$ cat src/rtl/swpc_pkg.sv
`default_nettype none

package swpc_pkg;
  // Clock and rates
  localparam int unsigned CLK_HZ = 250_000_000;
  localparam int unsigned CLK_MHZ = CLK_HZ / 1_000_000;
  localparam int unsigned REF_HZ = 12_000_000;
  localparam int unsigned KA_HZ = 100_000;
  localparam int unsigned KA_DIV = CLK_HZ / KA_HZ;

  // Functional clock strobes, locked to half the reference
  localparam int unsigned NFCLK = 3;
  localparam int unsigned FCLK_MHZ [NFCLK] = '{30, 48, 60};
  localparam int unsigned PH_W = 16;

  // Clock restart settle time, well inside the ready limit
  localparam int unsigned CLK_START_US = 20;
  localparam int unsigned CLK_START_CYC = CLK_START_US * CLK_MHZ;

  // Resume window in keep-alive ticks
  localparam int unsigned RESUME_MS = 10;
  localparam int unsigned OFFCNT_W = 16;
  localparam logic [OFFCNT_W-1:0] OFFCNT_RST = OFFCNT_W'(RESUME_MS * KA_HZ / 1000);

  // Register map
  localparam logic [7:0] ADDR_CTRL = 8'h00;
  localparam logic [7:0] ADDR_STAT = 8'h04;
  localparam int unsigned CTRL_RUN = 0;
  localparam int unsigned CTRL_HSUSP = 1;
  localparam int unsigned CTRL_PSUSP = 2;
  localparam int unsigned CTRL_OFF_LSB = 16;
  localparam int unsigned STAT_RDY = 0;
  localparam int unsigned NSRC = 4;

  // Wake source bit positions
  localparam int unsigned SRC_CONN = 0;
  localparam int unsigned SRC_CS = 1;
  localparam int unsigned SRC_HPIN = 2;
  localparam int unsigned SRC_PPIN = 3;

  typedef enum logic [1:0] {ST_ACTIVE, ST_SUSPEND, ST_RESTART, ST_RESUME} swpc_state_type;
endpackage

`default_nettype wire

$ cat src/rtl/swpc_clk_if.sv
`timescale 1ns/1ps
`default_nettype none

interface swpc_clk_if #(
  parameter int unsigned NF = 3
);
  logic run;
  logic ka_tick;
  logic [NF-1:0] f_tick;

  modport gen (input run, output ka_tick, output f_tick);
  modport core (output run, input ka_tick, input f_tick);
  modport cnt (input ka_tick);
endinterface

`default_nettype wire

$ cat src/rtl/swpc_offcnt.sv
`timescale 1ns/1ps
`default_nettype none

module swpc_offcnt #(
  parameter int unsigned P_W = swpc_pkg::OFFCNT_W
) (
  input wire logic i_clk,
  input wire logic i_rst,
  input wire logic i_start,
  input wire logic i_stop,
  input wire logic [P_W-1:0] i_count,
  swpc_clk_if.cnt ck,
  output logic o_expired,
  output logic o_busy
);
  logic [P_W-1:0] cnt_r;
  logic busy_r;
  logic exp_r;

  assign o_expired = exp_r;
  assign o_busy = busy_r;

  // Steps only on keep-alive ticks, so the window is timed in keep-alive periods
  always_ff @(posedge i_clk) begin
    if (i_rst || i_stop) begin
      cnt_r <= '0;
      busy_r <= 1'b0;
      exp_r <= 1'b0;
    end else begin
      exp_r <= 1'b0;
      if (i_start) begin
        cnt_r <= i_count;
        busy_r <= 1'b1;
      end else if (busy_r && ck.ka_tick) begin
        if (cnt_r == '0) begin
          busy_r <= 1'b0;
          exp_r <= 1'b1;
        end else begin
          cnt_r <= cnt_r - 1'b1;
        end
      end
    end
  end
endmodule // swpc_offcnt

`default_nettype wire

$ cat src/rtl/swpc_tick_gen.sv
`timescale 1ns/1ps
`default_nettype none

module swpc_tick_gen #(
  parameter int unsigned P_KA_DIV = swpc_pkg::KA_DIV
) (
  input wire logic i_clk,
  input wire logic i_rst,
  input wire logic i_ref,
  swpc_clk_if.gen ck
);
  localparam int unsigned KW = $clog2(P_KA_DIV);
  localparam int unsigned PW = swpc_pkg::PH_W;

  logic ref_r;
  logic half_r;
  logic resync;
  logic ka_wrap;
  logic [KW-1:0] ka_cnt_r;
  logic ka_tick_r;

  // Resync on every second reference edge: all rates are whole multiples there
  assign resync = i_ref & ~ref_r & half_r;
  assign ka_wrap = ka_cnt_r == KW'(P_KA_DIV - 1);
  assign ck.ka_tick = ka_tick_r;

  // Keep-alive divider never stops, suspend or not
  always_ff @(posedge i_clk) begin
    if (i_rst) begin
      ref_r <= 1'b0;
      half_r <= 1'b0;
      ka_cnt_r <= '0;
      ka_tick_r <= 1'b0;
    end else begin
      ref_r <= i_ref;
      half_r <= half_r ^ (i_ref & ~ref_r);
      ka_cnt_r <= ka_wrap ? '0 : ka_cnt_r + 1'b1;
      ka_tick_r <= ka_wrap;
    end
  end

  // Phase accumulators, held at rest while main clocks are stopped
  for (genvar g = 0; g < swpc_pkg::NFCLK; g++) begin : g_fclk
    localparam logic [PW:0] INC = (PW + 1)'((swpc_pkg::FCLK_MHZ[g] << PW) / swpc_pkg::CLK_MHZ);
    logic [PW:0] sum;
    logic [PW-1:0] ph_r;
    logic tick_r;
    assign sum = {1'b0, ph_r} + INC;
    assign ck.f_tick[g] = tick_r;
    always_ff @(posedge i_clk) begin
      if (i_rst || !ck.run) begin
        ph_r <= '0;
        tick_r <= 1'b0;
      end else begin
        ph_r <= resync ? PW'(1 << (PW - 1)) : sum[PW-1:0];
        tick_r <= sum[PW];
      end
    end
  end
endmodule // swpc_tick_gen

`default_nettype wire

$ cat src/rtl/swpc_top.sv
// Notes on behaviour
// Functional 30, 48, 60 MHz strobes derived from the 12 MHz reference.
// Suspend stops main clocks; keep-alive tick near 100 kHz keeps running. Here main clocks stop only once the periph side sleeps too.
// Keep-alive domain starts a resume on any wake event in suspend.
// Port attach or detach while suspended starts a resume.
// Chip-select asserted low while suspended starts a resume.
// Low host wake pin wakes host side; low periph pin wakes periph side.
// Wake pins are tri-state outputs and wake inputs; released in suspend.
// Wake pin driven low while its controller is awake.
// In suspend high pin means no wake; low pin starts wake.
// Processor drives a wake pin low by GPIO to wake a controller.
// Resume window length from 16-bit count in control bits 31:16; 10 ms.
// Run bit set within the window makes operation permanent.
// Window expiring without run bit returns to suspend.
// Count field reaches resume windows of roughly 500 ms or more.
// With power on, wake to suspend again takes about 10 ms.
// Clocks-ready interrupt raised once restarted clocks are running.
// Clocks-ready raised under 100 us after the wake event.
// Processor must not program before clocks-ready is seen.
// After supply loss, processor applies a 2 ms reset before resuming.
// Interrupt generation keeps working while main clocks are stopped.
// Resume window counter steps on the slow keep-alive tick.
`timescale 1ns/1ps
`default_nettype none

module swpc_top #(
  parameter int unsigned P_NPORTS = 3,
  parameter int unsigned P_KA_DIV = swpc_pkg::KA_DIV,
  parameter int unsigned P_CLK_START_CYC = swpc_pkg::CLK_START_CYC
) (
  input wire logic I_CLK,
  input wire logic I_RESET,
  input wire logic I_REF_12M,
  input wire logic [P_NPORTS-1:0] I_PORT_CONN,
  input wire logic I_CS_N,
  input wire logic I_HOST_SIDE_WAKE_PIN_I,
  output logic O_HOST_SIDE_WAKE_PIN_O,
  output logic O_HOST_SIDE_WAKE_PIN_OE,
  input wire logic I_PERIPH_SIDE_WAKE_PIN_I,
  output logic O_PERIPH_SIDE_WAKE_PIN_O,
  output logic O_PERIPH_SIDE_WAKE_PIN_OE,
  output logic O_CLOCKS_RUNNING_IRQ,
  output logic O_MAIN_CLK_ON,
  output logic [swpc_pkg::NFCLK-1:0] O_FCLK_TICK,
  output logic O_SLOW_KEEPALIVE_TICK,
  input wire logic I_PSEL,
  input wire logic I_PENABLE,
  input wire logic I_PWRITE,
  input wire logic [7:0] I_PADDR,
  input wire logic [31:0] I_PWDATA,
  input wire logic [3:0] I_PSTRB,
  output logic [31:0] O_PRDATA,
  output logic O_PREADY,
  output logic O_PSLVERR
);
  localparam int unsigned SW = $clog2(P_CLK_START_CYC + 1);
  localparam int unsigned OW = swpc_pkg::OFFCNT_W;

  // Refuse values the counters cannot serve
  if (P_NPORTS < 1) begin : g_chk_ports
    $error("P_NPORTS must be at least 1");
  end
  if (P_KA_DIV < 2) begin : g_chk_ka
    $error("P_KA_DIV must be at least 2");
  end
  if (P_CLK_START_CYC < 1) begin : g_chk_start
    $error("P_CLK_START_CYC must be at least 1");
  end

  swpc_clk_if #(.NF(swpc_pkg::NFCLK)) ck ();

  // State and registers
  swpc_pkg::swpc_state_type state_r;
  swpc_pkg::swpc_state_type state_nxt;
  logic run_r;
  logic run_nxt;
  logic [OW-1:0] offcnt_r;
  logic rdy_r;
  logic rdy_nxt;
  logic periph_awake_r;
  logic periph_awake_nxt;
  logic [SW-1:0] start_cnt_r;
  logic [P_NPORTS-1:0] conn_prev_r;
  logic [2:0] pend_r;
  logic ppend_r;
  logic [swpc_pkg::NSRC-1:0] wake_src_r;
  logic host_oe_r;
  logic periph_oe_r;
  logic [31:0] prdata_r;
  logic pslverr_r;

  // Bus decode
  logic apb_setup;
  logic apb_access;
  logic apb_wr;
  logic sel_ctrl;
  logic sel_stat;
  logic addr_hit;
  logic wr_ctrl;
  logic wr_stat;
  logic hsusp_req;
  logic psusp_req;
  logic run_wr;
  logic rdy_clr;
  logic [31:0] rd_ctrl;
  logic [31:0] rd_stat;
  logic [31:0] rdata;

  // Wake sensing and sequencing
  logic in_suspend;
  logic in_restart;
  logic in_resume;
  logic clk_on;
  logic conn_chg;
  logic [2:0] host_src;
  logic wake_go;
  logic pwake_go;
  logic start_done;
  logic win_start;
  logic win_stop;
  logic win_expired;
  logic win_busy;

  // Reference-locked strobes and the keep-alive tick
  swpc_tick_gen #(
    .P_KA_DIV(P_KA_DIV)
  ) u_tick (
    .i_clk(I_CLK),
    .i_rst(I_RESET),
    .i_ref(I_REF_12M),
    .ck(ck.gen)
  );

  // Resume window timer on the keep-alive tick
  swpc_offcnt #(
    .P_W(OW)
  ) u_offcnt (
    .i_clk(I_CLK),
    .i_rst(I_RESET),
    .i_start(win_start),
    .i_stop(win_stop),
    .i_count(offcnt_r),
    .ck(ck.cnt),
    .o_expired(win_expired),
    .o_busy(win_busy)
  );

  // APB decode; zero wait states, so access is also the completing edge
  assign apb_setup = I_PSEL & ~I_PENABLE;
  assign apb_access = I_PSEL & I_PENABLE;
  assign apb_wr = apb_access & I_PWRITE;
  assign sel_ctrl = I_PADDR[7:2] == swpc_pkg::ADDR_CTRL[7:2];
  assign sel_stat = I_PADDR[7:2] == swpc_pkg::ADDR_STAT[7:2];
  assign addr_hit = sel_ctrl | sel_stat;
  assign wr_ctrl = apb_wr & sel_ctrl;
  assign wr_stat = apb_wr & sel_stat;

  // Control bits; suspend requests are write-one strobes
  assign run_wr = wr_ctrl & I_PSTRB[0];
  assign hsusp_req = run_wr & I_PWDATA[swpc_pkg::CTRL_HSUSP];
  assign psusp_req = run_wr & I_PWDATA[swpc_pkg::CTRL_PSUSP];
  assign rdy_clr = wr_stat & I_PSTRB[0] & I_PWDATA[swpc_pkg::STAT_RDY];

  // Read words; unused bits read as zero
  assign rd_ctrl = {offcnt_r, 15'h0000, run_r};
  assign rd_stat = {22'h00_0000, state_r, wake_src_r, clk_on, periph_awake_r, ~in_suspend, rdy_r};
  assign rdata = sel_ctrl ? rd_ctrl : (sel_stat ? rd_stat : 32'h0000_0000);

  // State decode
  assign in_suspend = state_r == swpc_pkg::ST_SUSPEND;
  assign in_restart = state_r == swpc_pkg::ST_RESTART;
  assign in_resume = state_r == swpc_pkg::ST_RESUME;

  // Main clocks run unless both sides sleep
  assign clk_on = ~in_suspend | periph_awake_r;
  assign ck.run = clk_on;

  // Host-side wake sources, sampled every cycle so short events are kept
  assign conn_chg = |(I_PORT_CONN ^ conn_prev_r);
  assign host_src[swpc_pkg::SRC_CONN] = conn_chg;
  assign host_src[swpc_pkg::SRC_CS] = ~I_CS_N;
  assign host_src[swpc_pkg::SRC_HPIN] = ~I_HOST_SIDE_WAKE_PIN_I;

  // Wake decisions are taken on keep-alive ticks only
  assign wake_go = in_suspend & ck.ka_tick & (|pend_r);
  assign pwake_go = ~periph_awake_r & ck.ka_tick & ppend_r;

  // Clock restart settle, then the window opens
  assign start_done = in_restart & (start_cnt_r == SW'(P_CLK_START_CYC - 1));
  assign win_start = start_done;
  assign win_stop = in_resume & run_r;

  // Sequencer next state
  always_comb begin
    state_nxt = state_r;
    case (state_r)
      swpc_pkg::ST_ACTIVE: begin
        if (hsusp_req) begin
          state_nxt = swpc_pkg::ST_SUSPEND;
        end
      end
      swpc_pkg::ST_SUSPEND: begin
        if (wake_go) begin
          state_nxt = swpc_pkg::ST_RESTART;
        end
      end
      swpc_pkg::ST_RESTART: begin
        if (start_done) begin
          state_nxt = swpc_pkg::ST_RESUME;
        end
      end
      swpc_pkg::ST_RESUME: begin
        if (run_r) begin
          state_nxt = swpc_pkg::ST_ACTIVE;
        end else if (win_expired) begin
          state_nxt = swpc_pkg::ST_SUSPEND;
        end
      end
      default: begin
        state_nxt = swpc_pkg::ST_ACTIVE;
      end
    endcase
  end

  // Run bit is dropped on suspend entry so each resume needs it again
  always_comb begin
    run_nxt = run_r;
    if (run_wr) begin
      run_nxt = I_PWDATA[swpc_pkg::CTRL_RUN];
    end
    if (state_nxt == swpc_pkg::ST_SUSPEND && !in_suspend) begin
      run_nxt = 1'b0;
    end
  end

  // Clocks-ready flag: a set in the clearing cycle wins
  assign rdy_nxt = start_done | (rdy_r & ~rdy_clr);

  // Peripheral side sleeps on its suspend request and wakes on its own pin
  always_comb begin
    periph_awake_nxt = periph_awake_r;
    if (psusp_req) begin
      periph_awake_nxt = 1'b0;
    end else if (pwake_go) begin
      periph_awake_nxt = 1'b1;
    end
  end

  // Sequencer and control registers
  always_ff @(posedge I_CLK) begin
    if (I_RESET) begin
      state_r <= swpc_pkg::ST_ACTIVE;
      run_r <= 1'b0;
      rdy_r <= 1'b0;
      periph_awake_r <= 1'b1;
    end else begin
      state_r <= state_nxt;
      run_r <= run_nxt;
      rdy_r <= rdy_nxt;
      periph_awake_r <= periph_awake_nxt;
    end
  end

  // Window length, written by byte lanes 2 and 3
  always_ff @(posedge I_CLK) begin
    if (I_RESET) begin
      offcnt_r <= swpc_pkg::OFFCNT_RST;
    end else begin
      if (wr_ctrl && I_PSTRB[2]) begin
        offcnt_r[7:0] <= I_PWDATA[swpc_pkg::CTRL_OFF_LSB +: 8];
      end
      if (wr_ctrl && I_PSTRB[3]) begin
        offcnt_r[15:8] <= I_PWDATA[swpc_pkg::CTRL_OFF_LSB + 8 +: 8];
      end
    end
  end

  // Settle counter runs only while restarting
  always_ff @(posedge I_CLK) begin
    if (I_RESET || !in_restart) begin
      start_cnt_r <= '0;
    end else begin
      start_cnt_r <= start_cnt_r + 1'b1;
    end
  end

  // Pending wake events; a high pin adds nothing
  always_ff @(posedge I_CLK) begin
    if (I_RESET) begin
      conn_prev_r <= '0;
      pend_r <= '0;
      ppend_r <= 1'b0;
      wake_src_r <= '0;
    end else begin
      conn_prev_r <= I_PORT_CONN;
      pend_r <= (in_suspend && !wake_go) ? (pend_r | host_src) : '0;
      ppend_r <= (!periph_awake_r && !pwake_go) ? (ppend_r | ~I_PERIPH_SIDE_WAKE_PIN_I) : 1'b0;
      if (wake_go) begin
        wake_src_r <= {ppend_r, pend_r};
      end else if (pwake_go) begin
        wake_src_r <= swpc_pkg::NSRC'(1 << swpc_pkg::SRC_PPIN);
      end
    end
  end

  // Pins pulled low while awake, released in suspend
  always_ff @(posedge I_CLK) begin
    if (I_RESET) begin
      host_oe_r <= 1'b1;
      periph_oe_r <= 1'b1;
    end else begin
      host_oe_r <= state_nxt != swpc_pkg::ST_SUSPEND;
      periph_oe_r <= periph_awake_nxt;
    end
  end

  // Read data and error captured in setup, stable through access
  always_ff @(posedge I_CLK) begin
    if (I_RESET) begin
      prdata_r <= 32'h0000_0000;
      pslverr_r <= 1'b0;
    end else if (apb_setup) begin
      prdata_r <= I_PWRITE ? 32'h0000_0000 : rdata;
      pslverr_r <= ~addr_hit;
    end else if (!apb_access) begin
      pslverr_r <= 1'b0;
    end
  end

  // Outputs
  assign O_HOST_SIDE_WAKE_PIN_O = 1'b0;
  assign O_HOST_SIDE_WAKE_PIN_OE = host_oe_r;
  assign O_PERIPH_SIDE_WAKE_PIN_O = 1'b0;
  assign O_PERIPH_SIDE_WAKE_PIN_OE = periph_oe_r;
  assign O_CLOCKS_RUNNING_IRQ = rdy_r;
  assign O_MAIN_CLK_ON = clk_on;
  assign O_FCLK_TICK = ck.f_tick;
  assign O_SLOW_KEEPALIVE_TICK = ck.ka_tick;
  assign O_PRDATA = prdata_r;
  assign O_PREADY = 1'b1;
  assign O_PSLVERR = pslverr_r;
endmodule // swpc_top

`default_nettype wire

$ cat config.mk
export PLATFORM = sky130hd
export DESIGN_NAME = swpc_top
export DESIGN_NICKNAME = d
export VERILOG_FILES = /design/src/rtl/swpc_pkg.sv /design/src/rtl/swpc_clk_if.sv /design/src/rtl/swpc_offcnt.sv /design/src/rtl/swpc_tick_gen.sv /design/src/rtl/swpc_top.sv
export SDC_FILE = /design/constraint.sdc
export NUM_CORES = 1
export LEC_CHECK = 0
export ABC_CLOCK_PERIOD_IN_PS = 4000
export BUFFER_PORTS_ARGS = -buffer_cell sky130_fd_sc_hd__buf_2
export CAP_MARGIN = 20
export CORE_UTILIZATION = 56
export CTS_CLUSTER_SIZE = 14
export DETAILED_ROUTE_END_ITERATION = 8
export GPL_TIMING_DRIVEN = 0
export PLACE_DENSITY = 0.76
export SLEW_MARGIN = 20
export SYNTH_ARGS = -nofsm -noshare
export SYNTH_HDL_FRONTEND = slang
export SYNTH_HIERARCHICAL = 1
export SYNTH_SLANG_ARGS = --single-unit
$ cat constraint.sdc
create_clock -name I_CLK -period 4 [get_ports I_CLK]
set_input_delay 0.4 -clock I_CLK [delete_from_list [all_inputs] [get_ports I_CLK]]
set_output_delay 0.4 -clock I_CLK [all_outputs]
set_load 0.01 [all_outputs]
---- Yosys cells after proc, flatten, opt, wreduce, memory -nomap -nowiden ----
Index checks and enable logic that the tools add are counted.
storage, ports and cells
  register bits ........................... 163
  input bits .............................. 56
  output and inout bits ................... 44
  logic and storage cells ................. 141
cells by class
  add/subtract/negate cells ............... 6
  equality and inequality tests ........... 10
  mux-type cells .......................... 25
  bitwise logic cells ..................... 38
  reductions and logical operators ........ 32
operator list
  cell                                                                   number
  16-bit two-way mux                                                     6
  32-bit two-way mux                                                     2
  16-bit by 14-bit adder with 17-bit output, second input constant       2
  1-bit bitwise AND                                                      19
  16-bit by 13-bit adder with 17-bit output, second input constant       1
  16-bit zero test                                                       1
  16-bit by 1-bit subtractor with 16-bit output, second input constant   1
  13-bit by 1-bit adder with 13-bit output, second input constant        1
  13-bit equality test, second input constant                            1
  12-bit by 1-bit adder with 12-bit output, second input constant        1
  12-bit equality test, second input constant                            1
  1-bit NOT                                                              12
  10-bit two-way mux                                                     1
  2-bit two-way mux                                                      5
  2-bit OR reduction                                                     5
  3-bit OR reduction                                                     3
  1-bit two-way mux                                                      8
  4-bit two-way mux                                                      2
  2-bit case mux with 4 select lines                                     1
  2-bit nonzero test                                                     4
  6-bit by 1-bit equality test with 1-bit output, second input constant  1
  1-bit logical AND                                                      6
  1-bit zero test                                                        6
  6-bit zero test                                                        1
  11 further kinds                                                       20

---- Longest topological paths before layout ----
  depth after elaboration ................. 10
  depth in mapped cells ................... 10

---- By module ----
Netlist, hierarchy kept.
by module, submodules not included
  module         instances  cells each  area an instance (um^2)
  swpc_top       1          311         2891.5
  swpc_tick_gen  1          257         2343.5
  swpc_offcnt    1          147         1173.6

---- Least setup slack after synthesis ----
OpenSTA, ideal clock, no wires.
  path type ............................... reg2reg
  start ................................... reg start_cnt_r[0]
  end ..................................... reg u_offcnt.cnt_r[10]
  arrival ................................. 2692 ps
  data required time ...................... 3885 ps
  path slack .............................. 1193 ps
  cell stages (with the launch flop) ...... 10
  cells stage by stage .................... dfxtp_1 > ha_1 > or4b_1 > or4_4 > inv_1 > buf_1 > buf_1 > mux2i_1 > a31oi_1 > o21a_1
between the ends
  cells in the longest elaborated chain, start to end .. 4
  elaborated cells between the ends (all ways) .. 6
RTL lines
  item                                                                          line               source
  start, declared                                                               swpc_top.sv:82     logic [SW-1:0] start_cnt_r;
  start signal, assigned                                                        swpc_top.sv:283    start_cnt_r <= start_cnt_r + 1'b1;
  13-bit equality test (*)                                                      swpc_top.sv:189    assign start_done = in_restart & (start_cnt_r == SW'(P_CLK_START_CYC - 1));
  1-bit bitwise AND (*)                                                         swpc_top.sv:189
  net start_done                                                                swpc_top.sv:118    logic start_done;
  2-bit inequality test (no source line) or 2-bit nonzero test (tied branches)  -
  2-bit AND reduction (no source line)                                          -
  end signal, assigned                                                          swpc_offcnt.sv:32  cnt_r <= i_count;
  end signal, assigned                                                          swpc_offcnt.sv:39  cnt_r <= cnt_r - 1'b1;
  end, declared                                                                 swpc_offcnt.sv:16  logic [P_W-1:0] cnt_r;
Mark *: on every way through the listed nets, which the timed path passes. The rest lies on a longest branch.
A chain may end at the register's enable or synchronous reset.

---- Final worst setup path ----
Ends and elaborated chain as after synthesis.

==> impl_results.md <==
* Outcome: finished clean
* Fin crit share at 83.5%
* Crit end category: flip-flop
* R2r endpoint: u_offcnt/cnt_r[10]
* Path type of the worst min-delay path: input pin to flip-flop
* Total negative slack at 0 ps
* Ys async rst share at 0%
* Antenna violations before repair at 0
* Die height at 109 µm
* GPL Wtd Cong at 0.914
* P per Cell Area at 492 nW/µm²
* Startpoint Class: flip-flop
* Number of fill cells at 869
* Worst setup path start: start_cnt_r[0]
* Number of remaining DRC errors at 0
* Leak Pwr at 0.00311 µW
* Clock slew at reported path FFs at 60 ps
* Number of nets with antenna violations after routing at 0
* Final WL at 15,300 µm
* Global-route usage over all layers at 27.3%
* Layout cells sized above 1 at 17.1%
* Ant diodes at 0
* CTS tree: built
* Crit path time final at 3340 ps
* Post-detail-place hpwl at 10,600 µm
* Hold Path Origin: I_HOST_SIDE_WAKE_PIN_I
* Worst Tran Pin Value at 776 ps
* # setup viols final at 0
* Num Clock Sinks at 149
* Placed Cells incl. Taps at 936
* Clk_lat worst skew at 430 ps
* Worst path required time at 4320 ps
* RSZ-0062 raised after global routing: false
* First-pass GRT wire length at 24,600 µm
* DRT iter0 DRCs at 371
* Clock skew at 8.13 ps
* TritonCTS Buffers at 17
* Core Area at 11,000 µm²
* Initial Util at 58.4%
* DR vias at 5,570
* Final Max Slew Viols at 0
* Max frequency at 0.299 GHz
* Final cell area excluding filler cells at 7630 µm²
* H-tree Lvls at 4
* Routed len/inst at 15.8 µm
* Worst ir drop on vdd at 354 µV
* Via density at 5.75
* Endpoint, Worst Hold: pend_r[2]
* CTS Buffer Depth at 2
* Netlist cell types at 66
* Slew headroom at 47.8%
* Syn Inst Count at 715
* FF+latch count, synth at 149
* Setup Buffers After CTS at 0
* FF-to-FF setup slack at 660 ps
* Dpl cell area at 6980 µm²
* WS Path Type: flip-flop to flip-flop
* Prevailing post-synth register cell: dfxtp_1
* Synth warn at 6
* Clock Tree Root: clkbuf_16
* WHS Path Cells at 2
* Die area at 11,900 µm²
* Nets at 878
* Post-Syn Area per Cell at 8.96 µm²
* Max Cap Viol at 0
* Post-CTS Resized at 0
* CP Data Arrival Time at 3660 ps
* Largest net degree at the start of global routing at 17
* Utilization after layout at 69.5%
* Global route overflow at 0
* R2R cell count at 9
* Cell row count at 38
* Fin. Hold Viols at 0
* Number of synthesized flops with an enable pin at 0
* Register area share after synthesis at 46.5%
* Port Buffers at 74
* Most common cell after layout, fill and taps aside: dfxtp_1
* Area growth from synthesis to layout at 19.1%
* Non-Filler Instances at 968
* Synth Cell Area at 6410 µm²
* Die Width at 109 µm
* Vias in the first global route at 5,281
* Most frequent cells in the layout: dfxtp_1 (149), nor2_1 (120), buf_2 (77), a21oi_1 (32)
* # IOs at 100
* 1st-pass router iterations at 6
* Crit-path max FO at 10
* # hold bufs at CTS at 0
* Worst r2r src: start_cnt_r[0]
==> per-layer routing <==
| layer | routed length [µm] | vias up | GRT usage, % | part of all wire, % |
|---|---|---|---|---|
| met5 | 0 | - | 0 | 0 |
| met4 | 400 | 0 | 13.0 | 2.6 |
| met3 | 1010 | 29 | 7.59 | 6.6 |
| met2 | 7280 | 193 | 44.9 | 48 |
| met1 | 6560 | 2641 | 32.8 | 43 |
| li1 | - | 2707 | - | - |
==> final cells by class <==
type	instances	area, µm²	share of cell area (%)
buffer	44	225	2.95
clock buffer	24	512	6.70
clock inverter	8	143	1.87
inverter	31	116	1.52
multi-input combinational	498	3110	40.7
sequential	149	2980	39.1
tap	140	175	2.29
timing repair buffer	74	370	4.85
==> synthesized netlist by cell type, types with 7 or more instances <==
cell type	count	area share (%)
nand4_1	7	0.68
mux2i_1	14	2.2
a211o_1	8	1.1
ha_1	7	1.4
nand2_1	28	1.6
xor2_1	26	3.6
nand2b_1	11	1.1
nor2_1	120	7.0
nor2b_1	10	0.98
nor4_1	15	1.5
o21ai_0	18	1.4
clkbuf_1	20	1.2
buf_1	7	0.41
xnor2_1	17	2.3
a21oi_1	32	2.5
or3_1	9	0.88
a22oi_1	31	3.6
dfxtp_1	149	47
nor3_1	21	1.6
buf_4	13	1.5
a211oi_1	10	1.2
inv_1	31	1.8
nand3_1	19	1.5
and3_1	8	0.78
==> worst max path at each step <==
| stage | depth (start not counted) | end | slack (ps) |
|---|---|---|---|
| floorplan | 9 | u_offcnt/cnt_r[10] | 1190 |
| global placement | 9 | u_offcnt/cnt_r[10] | 810 |
| detailed placement | 9 | u_offcnt/cnt_r[10] | 750 |
| CTS | 9 | u_offcnt/cnt_r[10] | 710 |
| global route | 9 | u_offcnt/cnt_r[1] | 500 |
| finish | 9 | u_offcnt/cnt_r[10] | 660 |
==> stage by stage <==
| stage | setup slack [ps] | power, µW | hold WS (ps) |
|---|---|---|---|
| detailed placement | 750 | 2040 | 446 |
| finish | 661 | 3750 | 157 |
| global route | 502 | 3890 | 145 |
| CTS | 712 | 3780 | 142 |
| global placement | 810 | 2020 | 436 |
| floorplan | 1190 | 1950 | 423 |
==> kinds of logic (layout without fill, tap and decap cells) <==
family	Yosys count	count (layout)	share of synthesized area [%]
buffers and inverters	75	181	5.33
adders and majority gates	7	7	1.37
DFF	149	149	46.5
AOI/OAI and AO/OA	141	141	15.7
muxes	15	15	2.36
xor gates and xnor gates	43	43	5.88
and+or+nand+nor	283	283	22.7
other	2	9	0.117
==> sequential cells by signal, summed over array words and instances (netlist names), 2 cells and up <==
register	count
u_tick/ka_cnt_r	12
offcnt_r	16
conn_prev_r	3
start_cnt_r	13
pend_r	3
u_offcnt/cnt_r	16
O_PRDATA	26
u_tick/g_fclk.tick_r	3
wake_src_r	4
u_tick/g_fclk.ph_r	40
state_r	2
==> critical path: stages (launching register included) <==
cell	delay, ps
dfxtp_1	380
ha_1	270
or4b_1	450
or4_4	610
inv_1	190
buf_1	390
buf_1	440
mux2i_1	250
a31oi_1	60
o21a_1	200
==> where the power goes <==
group	switching (µW)	leakage, µW	internal [µW]
registers	84.0	0.00121	1580
clock network	598	0.000322	1140
logic	185	0.00158	169
Power figures use the tool's default switching activity.
